`src/verilog/dam_pkg.sv`:
```
/*
 * Shared constants and types of the drive auxiliary monitor and timer:
 * tick timing, register offsets, field positions, reset values, state
 * and output encodings.
 * Assumes a 20 MHz system clock and a 32-bit classic Wishbone master.
 */
`default_nettype none

package dam_pkg;

    // timing: all supervision runs on a 100 ms tick
    localparam int CLK_PERIOD_NS = 50;
    localparam int TICK_TIME_MS = 100;
    localparam int TICK_CYCLES = TICK_TIME_MS * 1_000_000 / CLK_PERIOD_NS;
    localparam int TENTH_MIN_TIME_MS = 6000;
    localparam int TICKS_PER_TENTH_MIN = TENTH_MIN_TIME_MS / TICK_TIME_MS;

    // scaling constants
    localparam logic [15:0] AI_FULL_SCALE = 16'h03E8;
    localparam logic [31:0] POWER_UNITY = 32'h0000_03E8;
    localparam logic [31:0] WAKE_UNITY = 32'h0000_0064;
    localparam logic [7:0] FAN_TEMP_C = 8'h28;

    // register byte offsets
    localparam logic [7:0] ADDR_CTRL = 8'h00;
    localparam logic [7:0] ADDR_CUR_A = 8'h04;
    localparam logic [7:0] ADDR_CUR_B = 8'h08;
    localparam logic [7:0] ADDR_DURATION = 8'h0C;
    localparam logic [7:0] ADDR_AI1_LIMITS = 8'h10;
    localparam logic [7:0] ADDR_TEMP = 8'h14;
    localparam logic [7:0] ADDR_WAKE = 8'h18;
    localparam logic [7:0] ADDR_SLEEP = 8'h1C;
    localparam logic [7:0] ADDR_RUN_REACH = 8'h20;
    localparam logic [7:0] ADDR_POWER_COEF = 8'h24;
    localparam logic [7:0] ADDR_STATUS = 8'h28;
    localparam logic [7:0] ADDR_MONITOR = 8'h2C;
    localparam logic [7:0] ADDR_IRQ_STATUS = 8'h30;
    localparam logic [7:0] ADDR_IRQ_MASK = 8'h34;

    // control field positions
    localparam int CTRL_TIMER_EN_BIT = 0;
    localparam int CTRL_SRC_LSB = 1;
    localparam int CTRL_FAN_BIT = 3;

    // writable bit masks
    localparam logic [31:0] MASK_CTRL = 32'h0000_000F;
    localparam logic [31:0] MASK_FULL = 32'hFFFF_FFFF;
    localparam logic [31:0] MASK_LOW16 = 32'h0000_FFFF;
    localparam logic [31:0] MASK_TEMP = 32'h0000_00FF;
    localparam logic [31:0] MASK_WAKE = 32'hFFFF_00FF;
    localparam logic [31:0] MASK_IRQ = 32'h0000_003F;

    // reset values
    localparam logic [31:0] RST_CTRL = 32'h0000_0000;
    localparam logic [31:0] RST_CUR = 32'h0000_03E8;
    localparam logic [31:0] RST_DURATION = 32'h0000_0000;
    localparam logic [31:0] RST_AI1_LIMITS = 32'h02A8_0136;
    localparam logic [31:0] RST_TEMP = 32'h0000_004B;
    localparam logic [31:0] RST_WAKE = 32'h0000_004B;
    localparam logic [31:0] RST_SLEEP = 32'h0000_0000;
    localparam logic [31:0] RST_RUN_REACH = 32'h0000_0000;
    localparam logic [31:0] RST_POWER_COEF = 32'h0000_03E8;

    // duration source codes
    localparam logic [1:0] SRC_STORED = 2'h0;
    localparam logic [1:0] SRC_AI1 = 2'h1;
    localparam logic [1:0] SRC_AI2 = 2'h2;

    // interrupt event bits
    localparam int EV_TIMING = 0;
    localparam int EV_RUN_TIME = 1;
    localparam int EV_TEMP = 2;
    localparam int EV_AI1 = 3;
    localparam int EV_SLEEP = 4;
    localparam int EV_WAKE = 5;
    localparam int EV_W = 6;

    typedef enum logic [1:0] {
        ST_STOP,
        ST_RUN,
        ST_SLEEP,
        ST_DONE
    } dam_state_t;

    typedef struct packed {
        logic fan_on;
        logic run_time_reached;
        logic timing_reached;
        logic temp_reached;
        logic ai1_limit;
        logic cur_reach_b;
        logic cur_reach_a;
    } dam_do_t;

endpackage : dam_pkg

`default_nettype wire

```
`src/verilog/dam_top.sv`:
```
/*
 * Drive auxiliary monitor and timer: current-reach windows, analog
 * limit, heatsink and fan control, run timer, sleep/wakeup and output
 * power correction, configured over a classic Wishbone slave.
 * Assumes all measured quantities are sampled synchronously to clk_sys_i
 * and that run_cmd_i is the operator's level run command.
 */
// Decided for this implementation: the register addresses and the Wishbone slave port.
`default_nettype none

// Overview of operation
// - reach output high while current is within level plus/minus width
// - two independent reach detectors, level and width 0 to 300 percent
// - enabled timer counts run time from each start; disabled never stops
// - timer reaching duration stops drive and raises timing output
// - run timer clears at each start; remaining time is readable
// - duration source: stored, analog one, analog two; 3 reserved
// - stored duration in 0.1 minute units, 0 to 6500.0, reset zero
// - analog one outside low/high limits raises limit output
// - heatsink temperature at or above threshold raises output, default 75
// - fan mode 0: on while running, else on above 40 degrees
// - fan mode 1: fan always on
// - running with set frequency low for sleep delay enters sleep
// - asleep with run command, frequency high for wake delay restarts
// - both wake threshold and sleep frequency zero disable sleep
// - present run time reaching setting raises run-time output
// - reported power scaled by correction coefficient, 100 percent unity
module dam_top
    import dam_pkg::*;
#(
    parameter int TICK_DIV = TICK_CYCLES
)(
    // clock, reset, enable
    input wire logic clk_sys_i,
    input wire logic reset_i,
    input wire logic ce_i,
    // wishbone slave
    input wire logic [7:0] wb_adr_i,
    input wire logic [31:0] wb_dat_i,
    input wire logic [3:0] wb_sel_i,
    input wire logic wb_we_i,
    input wire logic wb_cyc_i,
    input wire logic wb_stb_i,
    output logic [31:0] wb_dat_o,
    output logic wb_ack_o,
    // sampled drive quantities
    input wire logic run_cmd_i,
    input wire logic [15:0] current_i,
    input wire logic [15:0] ai1_i,
    input wire logic [15:0] ai2_i,
    input wire logic [7:0] heatsink_temp_i,
    input wire logic [15:0] set_freq_i,
    input wire logic [15:0] max_freq_i,
    input wire logic [15:0] output_power_i,
    // drive and digital outputs
    output dam_do_t do_o,
    output logic drive_run_o,
    output logic sleeping_o,
    output logic [15:0] run_timer_remaining_monitor_o,
    output logic [15:0] output_power_monitor_o,
    output logic irq_o
);

    logic [31:0] reg_ctrl;
    logic [31:0] reg_cur_a;
    logic [31:0] reg_cur_b;
    logic [31:0] reg_duration;
    logic [31:0] reg_ai1;
    logic [31:0] reg_temp;
    logic [31:0] reg_wake;
    logic [31:0] reg_sleep;
    logic [31:0] reg_run_reach;
    logic [31:0] reg_coef;
    logic [EV_W-1:0] irq_status;
    logic [EV_W-1:0] irq_mask;
    logic [31:0] tick_cnt;
    logic tick;
    dam_state_t state;
    dam_state_t next_state;
    dam_do_t do_q;
    dam_do_t next_do;
    logic [5:0] run_sub;
    logic [15:0] run_tenths;
    logic [15:0] sleep_cnt;
    logic [15:0] wake_cnt;
    logic [15:0] power_q;

    // bus decode
    wire bus_req = wb_cyc_i & wb_stb_i & ~wb_ack_o;
    // writes land at the edge where the master samples ack high
    wire bus_wr = wb_cyc_i & wb_stb_i & wb_ack_o & wb_we_i & ce_i;
    logic [31:0] be_mask;
    for (genvar b = 0; b < 4; b++)
    begin : g_lane
        assign be_mask[8*b +: 8] = {8{wb_sel_i[b]}};
    end
    wire [31:0] wr_keep = ~be_mask;
    wire [31:0] wr_new = wb_dat_i & be_mask;
    wire wr_ctrl = bus_wr & (wb_adr_i == ADDR_CTRL);
    wire wr_cur_a = bus_wr & (wb_adr_i == ADDR_CUR_A);
    wire wr_cur_b = bus_wr & (wb_adr_i == ADDR_CUR_B);
    wire wr_dur = bus_wr & (wb_adr_i == ADDR_DURATION);
    wire wr_ai1 = bus_wr & (wb_adr_i == ADDR_AI1_LIMITS);
    wire wr_temp = bus_wr & (wb_adr_i == ADDR_TEMP);
    wire wr_wake = bus_wr & (wb_adr_i == ADDR_WAKE);
    wire wr_sleep = bus_wr & (wb_adr_i == ADDR_SLEEP);
    wire wr_reach = bus_wr & (wb_adr_i == ADDR_RUN_REACH);
    wire wr_coef = bus_wr & (wb_adr_i == ADDR_POWER_COEF);
    wire wr_irq_st = bus_wr & (wb_adr_i == ADDR_IRQ_STATUS);
    wire wr_irq_mk = bus_wr & (wb_adr_i == ADDR_IRQ_MASK);

    // configuration fields
    wire timer_en = reg_ctrl[CTRL_TIMER_EN_BIT];
    wire [1:0] timer_src = reg_ctrl[CTRL_SRC_LSB +: 2];
    wire fan_mode = reg_ctrl[CTRL_FAN_BIT];
    wire [15:0] wake_thr = {8'h00, reg_wake[7:0]};
    wire [15:0] wake_delay = reg_wake[31:16];
    wire [15:0] sleep_freq = reg_sleep[15:0];
    wire [15:0] sleep_delay = reg_sleep[31:16];
    wire [15:0] dur_stored = reg_duration[15:0];

    // freeze everything while ce_i is low
    wire upd = tick & ce_i;

    // current windows, one per detector; 17 bits avoid wrap
    logic [1:0] in_window;
    for (genvar d = 0; d < 2; d++)
    begin : g_reach
        wire [31:0] cfg = (d == 0) ? reg_cur_a : reg_cur_b;
        wire [16:0] hi = {1'b0, cfg[15:0]} + {1'b0, cfg[31:16]};
        wire [16:0] cur_w = {1'b0, current_i} + {1'b0, cfg[31:16]};
        assign in_window[d] = (cur_w >= {1'b0, cfg[15:0]}) &&
                              ({1'b0, current_i} <= hi);
    end

    // effective duration: analog full scale equals stored value
    wire [15:0] ai1_clip = (ai1_i > AI_FULL_SCALE) ? AI_FULL_SCALE : ai1_i;
    wire [15:0] ai2_clip = (ai2_i > AI_FULL_SCALE) ? AI_FULL_SCALE : ai2_i;
    wire [31:0] ai1_prod = {16'h0000, dur_stored} * {16'h0000, ai1_clip};
    wire [31:0] ai2_prod = {16'h0000, dur_stored} * {16'h0000, ai2_clip};
    wire [31:0] ai1_dur = ai1_prod / {16'h0000, AI_FULL_SCALE};
    wire [31:0] ai2_dur = ai2_prod / {16'h0000, AI_FULL_SCALE};
    // reserved code falls back to the stored value
    wire [15:0] dur_eff = (timer_src == SRC_AI1) ? ai1_dur[15:0] :
                          (timer_src == SRC_AI2) ? ai2_dur[15:0] :
                          dur_stored;
    wire timer_hit = timer_en && (run_tenths >= dur_eff);
    wire [15:0] remaining = (run_tenths >= dur_eff) ? 16'h0000 :
                            dur_eff - run_tenths;

    // sleep and wakeup decisions
    wire [31:0] wake_prod = {16'h0000, wake_thr} * {16'h0000, max_freq_i};
    wire [31:0] wake_div = wake_prod / WAKE_UNITY;
    wire [15:0] wake_level = wake_div[15:0];
    wire sleep_en = (wake_thr != 16'h0000) ||
                    (sleep_freq != 16'h0000);
    wire freq_low = set_freq_i <= sleep_freq;
    wire freq_high = set_freq_i >= wake_level;
    wire sleep_hit = sleep_en && freq_low &&
                     (sleep_cnt >= sleep_delay);
    wire wake_hit = sleep_en && freq_high &&
                    (wake_cnt >= wake_delay);
    wire start = upd && (next_state == ST_RUN) && (state != ST_RUN);

    // run state machine; the timer stop takes priority over sleep
    always_comb
    begin
        next_state = state;
        unique case (state)
            ST_STOP:
                if (run_cmd_i)
                    next_state = ST_RUN;
            ST_RUN:
                if (!run_cmd_i)
                    next_state = ST_STOP;
                else if (timer_hit)
                    next_state = ST_DONE;
                else if (sleep_hit)
                    next_state = ST_SLEEP;
            ST_SLEEP:
                if (!run_cmd_i)
                    next_state = ST_STOP;
                else if (wake_hit)
                    next_state = ST_RUN;
            ST_DONE:
                if (!run_cmd_i)
                    next_state = ST_STOP;
        endcase
    end

    // next digital output levels
    wire fan_warm = (heatsink_temp_i > FAN_TEMP_C) ||
                    ((heatsink_temp_i == FAN_TEMP_C) && do_q.fan_on);
    always_comb
    begin
        next_do.cur_reach_a = in_window[0];
        next_do.cur_reach_b = in_window[1];
        next_do.ai1_limit = (ai1_i > reg_ai1[31:16]) ||
                            (ai1_i < reg_ai1[15:0]);
        next_do.temp_reached = heatsink_temp_i >= reg_temp[7:0];
        next_do.timing_reached = next_state == ST_DONE;
        next_do.run_time_reached = (state == ST_RUN) &&
            (next_state == ST_RUN) &&
            (run_tenths >= reg_run_reach[15:0]);
        next_do.fan_on = fan_mode ||
            (next_state == ST_RUN) || fan_warm;
    end

    // events are rising edges of outputs and sleep transitions
    logic [EV_W-1:0] ev;
    assign ev[EV_TIMING] = upd & next_do.timing_reached & ~do_q.timing_reached;
    assign ev[EV_RUN_TIME] = upd & next_do.run_time_reached &
                             ~do_q.run_time_reached;
    assign ev[EV_TEMP] = upd & next_do.temp_reached & ~do_q.temp_reached;
    assign ev[EV_AI1] = upd & next_do.ai1_limit & ~do_q.ai1_limit;
    assign ev[EV_SLEEP] = upd & (state == ST_RUN) & (next_state == ST_SLEEP);
    assign ev[EV_WAKE] = upd & (state == ST_SLEEP) & (next_state == ST_RUN);

    // tick divider; a long period so TICK_DIV is shortened in simulation
    always_ff @(posedge clk_sys_i)
    begin
        if (reset_i)
        begin
            tick_cnt <= 32'h0000_0000;
            tick <= 1'b0;
        end
        else if (ce_i)
        begin
            tick <= tick_cnt == 32'(TICK_DIV - 1);
            tick_cnt <= (tick_cnt == 32'(TICK_DIV - 1)) ? 32'h0000_0000 :
                        tick_cnt + 32'h0000_0001;
        end
    end

    // state, outputs and power on the tick
    wire [31:0] pwr_prod = {16'h0000, output_power_i} *
                           {16'h0000, reg_coef[15:0]};
    wire [31:0] pwr_corr = pwr_prod / POWER_UNITY;
    always_ff @(posedge clk_sys_i)
    begin
        if (reset_i)
        begin
            state <= ST_STOP;
            do_q <= '0;
            power_q <= 16'h0000;
        end
        else if (upd)
        begin
            state <= next_state;
            do_q <= next_do;
            power_q <= pwr_corr[15:0];
        end
    end

    // present-run timer in 0.1 minute steps, cleared at every start
    always_ff @(posedge clk_sys_i)
    begin
        if (reset_i)
        begin
            run_sub <= 6'h00;
            run_tenths <= 16'h0000;
        end
        else if (start)
        begin
            run_sub <= 6'h00;
            run_tenths <= 16'h0000;
        end
        else if (upd && state == ST_RUN)
        begin
            run_sub <= (run_sub == 6'(TICKS_PER_TENTH_MIN - 1)) ? 6'h00 :
                       run_sub + 6'h01;
            if (run_sub == 6'(TICKS_PER_TENTH_MIN - 1) &&
                run_tenths != 16'hFFFF)
                run_tenths <= run_tenths + 16'h0001;
        end
    end

    // sleep and wake delay counters in ticks of 0.1 s
    always_ff @(posedge clk_sys_i)
    begin
        if (reset_i)
        begin
            sleep_cnt <= 16'h0000;
            wake_cnt <= 16'h0000;
        end
        else if (upd)
        begin
            sleep_cnt <= (state == ST_RUN && freq_low) ?
                sleep_cnt + {15'h0000, sleep_cnt != 16'hFFFF} : 16'h0000;
            wake_cnt <= (state == ST_SLEEP && run_cmd_i && freq_high) ?
                wake_cnt + {15'h0000, wake_cnt != 16'hFFFF} : 16'h0000;
        end
    end

    // configuration registers
    always_ff @(posedge clk_sys_i)
    begin
        if (reset_i)
        begin
            reg_ctrl <= RST_CTRL;
            reg_cur_a <= RST_CUR;
            reg_cur_b <= RST_CUR;
            reg_duration <= RST_DURATION;
            reg_ai1 <= RST_AI1_LIMITS;
            reg_temp <= RST_TEMP;
            reg_wake <= RST_WAKE;
            reg_sleep <= RST_SLEEP;
            reg_run_reach <= RST_RUN_REACH;
            reg_coef <= RST_POWER_COEF;
            irq_mask <= '0;
        end
        else
        begin
            if (wr_ctrl)
                reg_ctrl <= ((reg_ctrl & wr_keep) | wr_new) & MASK_CTRL;
            if (wr_cur_a)
                reg_cur_a <= ((reg_cur_a & wr_keep) | wr_new) & MASK_FULL;
            if (wr_cur_b)
                reg_cur_b <= ((reg_cur_b & wr_keep) | wr_new) & MASK_FULL;
            if (wr_dur)
                reg_duration <= ((reg_duration & wr_keep) | wr_new) &
                                MASK_LOW16;
            if (wr_ai1)
                reg_ai1 <= ((reg_ai1 & wr_keep) | wr_new) & MASK_FULL;
            if (wr_temp)
                reg_temp <= ((reg_temp & wr_keep) | wr_new) & MASK_TEMP;
            if (wr_wake)
                reg_wake <= ((reg_wake & wr_keep) | wr_new) & MASK_WAKE;
            if (wr_sleep)
                reg_sleep <= ((reg_sleep & wr_keep) | wr_new) & MASK_FULL;
            if (wr_reach)
                reg_run_reach <= ((reg_run_reach & wr_keep) | wr_new) &
                                 MASK_LOW16;
            if (wr_coef)
                reg_coef <= ((reg_coef & wr_keep) | wr_new) & MASK_LOW16;
            if (wr_irq_mk)
                irq_mask <= wr_new[EV_W-1:0];
        end
    end

    // sticky events; a set in the clearing cycle survives
    wire [EV_W-1:0] irq_clr = wr_irq_st ? wr_new[EV_W-1:0] : '0;
    always_ff @(posedge clk_sys_i)
    begin
        if (reset_i)
            irq_status <= '0;
        else if (ce_i)
            irq_status <= (irq_status & ~irq_clr) | ev;
    end

    // read selection; unmapped offsets read zero
    wire [31:0] status_word = {22'h00_0000, sleep_en, state, do_q};
    wire [31:0] rd_data =
        (wb_adr_i == ADDR_CTRL) ? reg_ctrl :
        (wb_adr_i == ADDR_CUR_A) ? reg_cur_a :
        (wb_adr_i == ADDR_CUR_B) ? reg_cur_b :
        (wb_adr_i == ADDR_DURATION) ? reg_duration :
        (wb_adr_i == ADDR_AI1_LIMITS) ? reg_ai1 :
        (wb_adr_i == ADDR_TEMP) ? reg_temp :
        (wb_adr_i == ADDR_WAKE) ? reg_wake :
        (wb_adr_i == ADDR_SLEEP) ? reg_sleep :
        (wb_adr_i == ADDR_RUN_REACH) ? reg_run_reach :
        (wb_adr_i == ADDR_POWER_COEF) ? reg_coef :
        (wb_adr_i == ADDR_STATUS) ? status_word :
        (wb_adr_i == ADDR_MONITOR) ? {power_q, remaining} :
        (wb_adr_i == ADDR_IRQ_STATUS) ? {26'h000_0000, irq_status} :
        (wb_adr_i == ADDR_IRQ_MASK) ? {26'h000_0000, irq_mask} :
        32'h0000_0000;

    // one wait state: ack and data one edge after the request
    always_ff @(posedge clk_sys_i)
    begin
        if (reset_i)
        begin
            wb_ack_o <= 1'b0;
            wb_dat_o <= 32'h0000_0000;
        end
        else if (ce_i)
        begin
            wb_ack_o <= bus_req;
            wb_dat_o <= bus_req ? rd_data : 32'h0000_0000;
        end
    end

    // output drive
    assign do_o = do_q;
    assign drive_run_o = state == ST_RUN;
    assign sleeping_o = state == ST_SLEEP;
    assign run_timer_remaining_monitor_o = remaining;
    assign output_power_monitor_o = power_q;
    assign irq_o = |(irq_status & irq_mask);
endmodule // dam_top

`default_nettype wire

```
`config.mk`:
```
export PLATFORM = sky130hd
export DESIGN_NAME = dam_top
export DESIGN_NICKNAME = d
export VERILOG_FILES = /design/src/verilog/dam_pkg.sv /design/src/verilog/dam_top.sv
export SDC_FILE = /design/constraint.sdc
export NUM_CORES = 2
export LEC_CHECK = 0
export BUFFER_PORTS_ARGS = -buffer_cell sky130_fd_sc_hd__buf_4
export CAP_MARGIN = 10
export CELL_PAD_IN_SITES_DETAIL_PLACEMENT = 0
export CELL_PAD_IN_SITES_GLOBAL_PLACEMENT = 1
export CORE_MARGIN = 2
export CORE_UTILIZATION = 40
export CTS_BUF_LIST = sky130_fd_sc_hd__clkbuf_4 sky130_fd_sc_hd__clkbuf_8
export CTS_CLUSTER_DIAMETER = 30
export DETAILED_ROUTE_END_ITERATION = 12
export PLACE_DENSITY = 0.76
export SYNTH_ARGS = -nofsm -noshare
export SYNTH_HDL_FRONTEND = slang
export SYNTH_SLANG_ARGS = --single-unit
```
`constraint.sdc`:
```
create_clock -name clk_sys_i -period 22.8 [get_ports clk_sys_i]
set_clock_uncertainty 0.1 [all_clocks]
set_input_delay 0 -clock clk_sys_i [delete_from_list [all_inputs] [get_ports clk_sys_i]]
set_output_delay 0 -clock clk_sys_i [all_outputs]
set_load 0.02 [all_outputs]
```
==> qor.yml <==
port_buffers: 229
worstPathArrival_ps: 23010
cp_max_fo: 7
cts_root_buf: "clkbuf_8"
fp.dieW_um: 434
finalNetCount: 12631
nFillCells: 17322
max_freq_mhz: 43.3
grt_pass1_wl_um: 418000
dr.pass1.iters: 7
end_kind: "primary output"
drive_gt1_share_pct: 24.6
hpwl_um: 213000
track_usage_pct: 27.5
outcome: "finished, violations left"
async_flop_share_pct: 0
holdWs_ps: 87.4
ys_seq_elements: 369
drt_first_iter_violations: 5348
drv_slew: 0
violations: "setup timing"
startpoint_type: "register"
numCtsBuffers: 79
dieArea_mm2: 0.188
r2r_slack_ps: -240
rsz0062_at_grt: "true"
drc: 0
synth_area_leaders: "fa_1, ha_1, dfxtp_1"
place_inst: 13329
grt_max_degree: 150
antenna_found_initial: 13
path_clk_slew_ps: 60
met3_length_um: 12900
slowest_delay_ps: 570
num_vias: 76887
hold_class: "input port to register"
synth.distinct_cells: 151
hp-start: "wb_cyc_i"
netlist.area_leader.share_pct: 18.2
hold_viol: 0
vias_per_cell: 5.61
cts-htree-levels: 3
syn_avg_cell_area_um2: 7.70
wl_per_cell_um: 19.4
ys_seq_area_share_pct: 10.0
r2r_cells: 109
place.gp.congestion: 0.966
mappedNetlistArea_mm2: 0.0738
yosysMostFrequentCell: "nand2_1"
first_global_vias: 75902
core_mm2: 0.183
start_util_pct: 40.3
rows: 157
r2r-end: "run_sub[2]"
required_ps: 22700
yosysWarnings: 0
preCtsSetupSlack_ps: -1620
yosys.area.top_type: "fa_1"
crit_path_frequent_cell: "buf_4"
crit_slowest_cell: "fa_1"
routed.top_layer: "met5"
relSlewSlack_pct: 8.65
max_cap_viol_count: 0
cts.sinks: 369
synth_edf_count: 0
setup_violations: 42
fin_crit_sh_pct: 101
layout_min_cycle_time_ps: 23110
synth_common_cells: "nand2_1, inv_1, nor2_1, fa_1, a21oi_1"
area_delta_synth_final_pct: 29.8
hold_depth: 5
ys.flop_type: "dfxtp_1"
min_to: "wb_ack_o"
worstMarginPinSlew_ps: 1370
wirelength_um: 267000
die_h_um: 434
critPathKind: "register to primary output"
clock_path_buffers: 3
pin_count: 230
layout_setup_ws_ps: -309
grt-ovfl-total: 0
utilization_pct: 52.3
route.met2.wl_um: 127000
drt-met1-wl_um: 115000
postRouteAntennaNets: 0
synthCells: 9587
cts_tree: "done"
finalNonFillerCells: 13714
clkLatencyLatePin_ps: 700
[worst max path at each step]
stage,from,endpoint,slack (ps),depth (start not counted)
3_5_place_dp,ai1_i[0],wb_dat_o[1],-1620,104
5_1_grt,ai1_i[0],wb_dat_o[3],-1230,118
4_1_cts,register,wb_dat_o[1],-280,103
2_1_floorplan,ai1_i[0],wb_dat_o[3],-320,110
3_3_place_gp,ai1_i[0],wb_dat_o[1],-1350,105
6_report,register,run_timer_remaining_monitor_o[11],-310,107
[cell families after synthesis]
family | Yosys count | synth area share [%]
AND/OR/NAND/NOR | 3292 | 21.6
AO/OA/AOI/OAI | 2506 | 23.5
buffers and inverters | 1448 | 7.61
adder cells (fa/ha/maj) | 1320 | 29.1
XOR/XNOR | 443 | 5.29
flip-flops | 369 | 10.0
multiplexers | 207 | 2.93
other | 2 | 0.0102
[worst max-delay path: cells and delay by family (launching register included)]
family / cells / cell delay (ps)
AOI/OAI and AO/OA: 46 / 9270
muxes: 1 / 370
adders and majority gates: 9 / 3840
and+or+nand+nor: 20 / 4300
xor gates and xnor gates: 5 / 740
buffers and inverters: 26 / 3490
DFF: 1 / 330
[per-layer routing]
layer / track usage (%) / vias to the layer above
met2: 46.3 / 2248
met5: 0 / -
met3: 2.48 / 507
li1: - / 36618
met4: 10.6 / 4
met1: 36.2 / 37510
[final cells by class]
class	instances	area, um^2	share of cell area, %
multi-input combinational	7962	65600	68.5
timing repair buffer	1732	13900	14.5
sequential	369	7460	7.79
inverter	1035	3880	4.05
tap	2464	3080	3.22
clock buffer	102	1340	1.40
clock inverter	39	484	0.505
antenna	11	27.5	0.0287
[per-stage QoR]
stage	area [um^2]	TNS, ps
6_report	95800	-7180
5_1_grt	95800	-62950
4_1_cts	92500	-5610
3_5_place_dp	88100	-75760
3_3_place_gp	88100	-60310
2_1_floorplan	75400	-5670
[what timing repair did]
item	in CTS	in global routing
hold buffers	67	0
hold endpoints to repair	293	0
cloned	3	3
gates resized for setup	264	602
setup buffers	82	99
pin swaps	171	279
endpoints found under the setup margin	75	82
[cell usage in the layout (no fill, tap or decap), types with 59 or more instances in the layout]
cell type	instances
nand2_1	1097
conb_1	192
a21o_1	155
xor2_1	110
a31oi_1	85
and2_1	264
buf_4	1557
nor2_1	652
inv_1	1016
xnor2_1	298
a21oi_1	580
fa_1	660
o21ai_0	374
o21a_1	68
o21bai_1	77
o211ai_1	94
mux2i_1	128
ha_1	604
a211oi_1	62
nor3_1	145
nand4_1	110
dlygate4sd3_1	67
nand2b_1	85
a21oi_2	66
dfxtp_1	338
a211o_1	59
buf_6	67
nor2b_1	95
and3_1	120
nand3_1	183
clkbuf_8	92
Power is not shown: default switching activity piles up to over one toggle a cycle in this logic, so the estimate is an artifact.
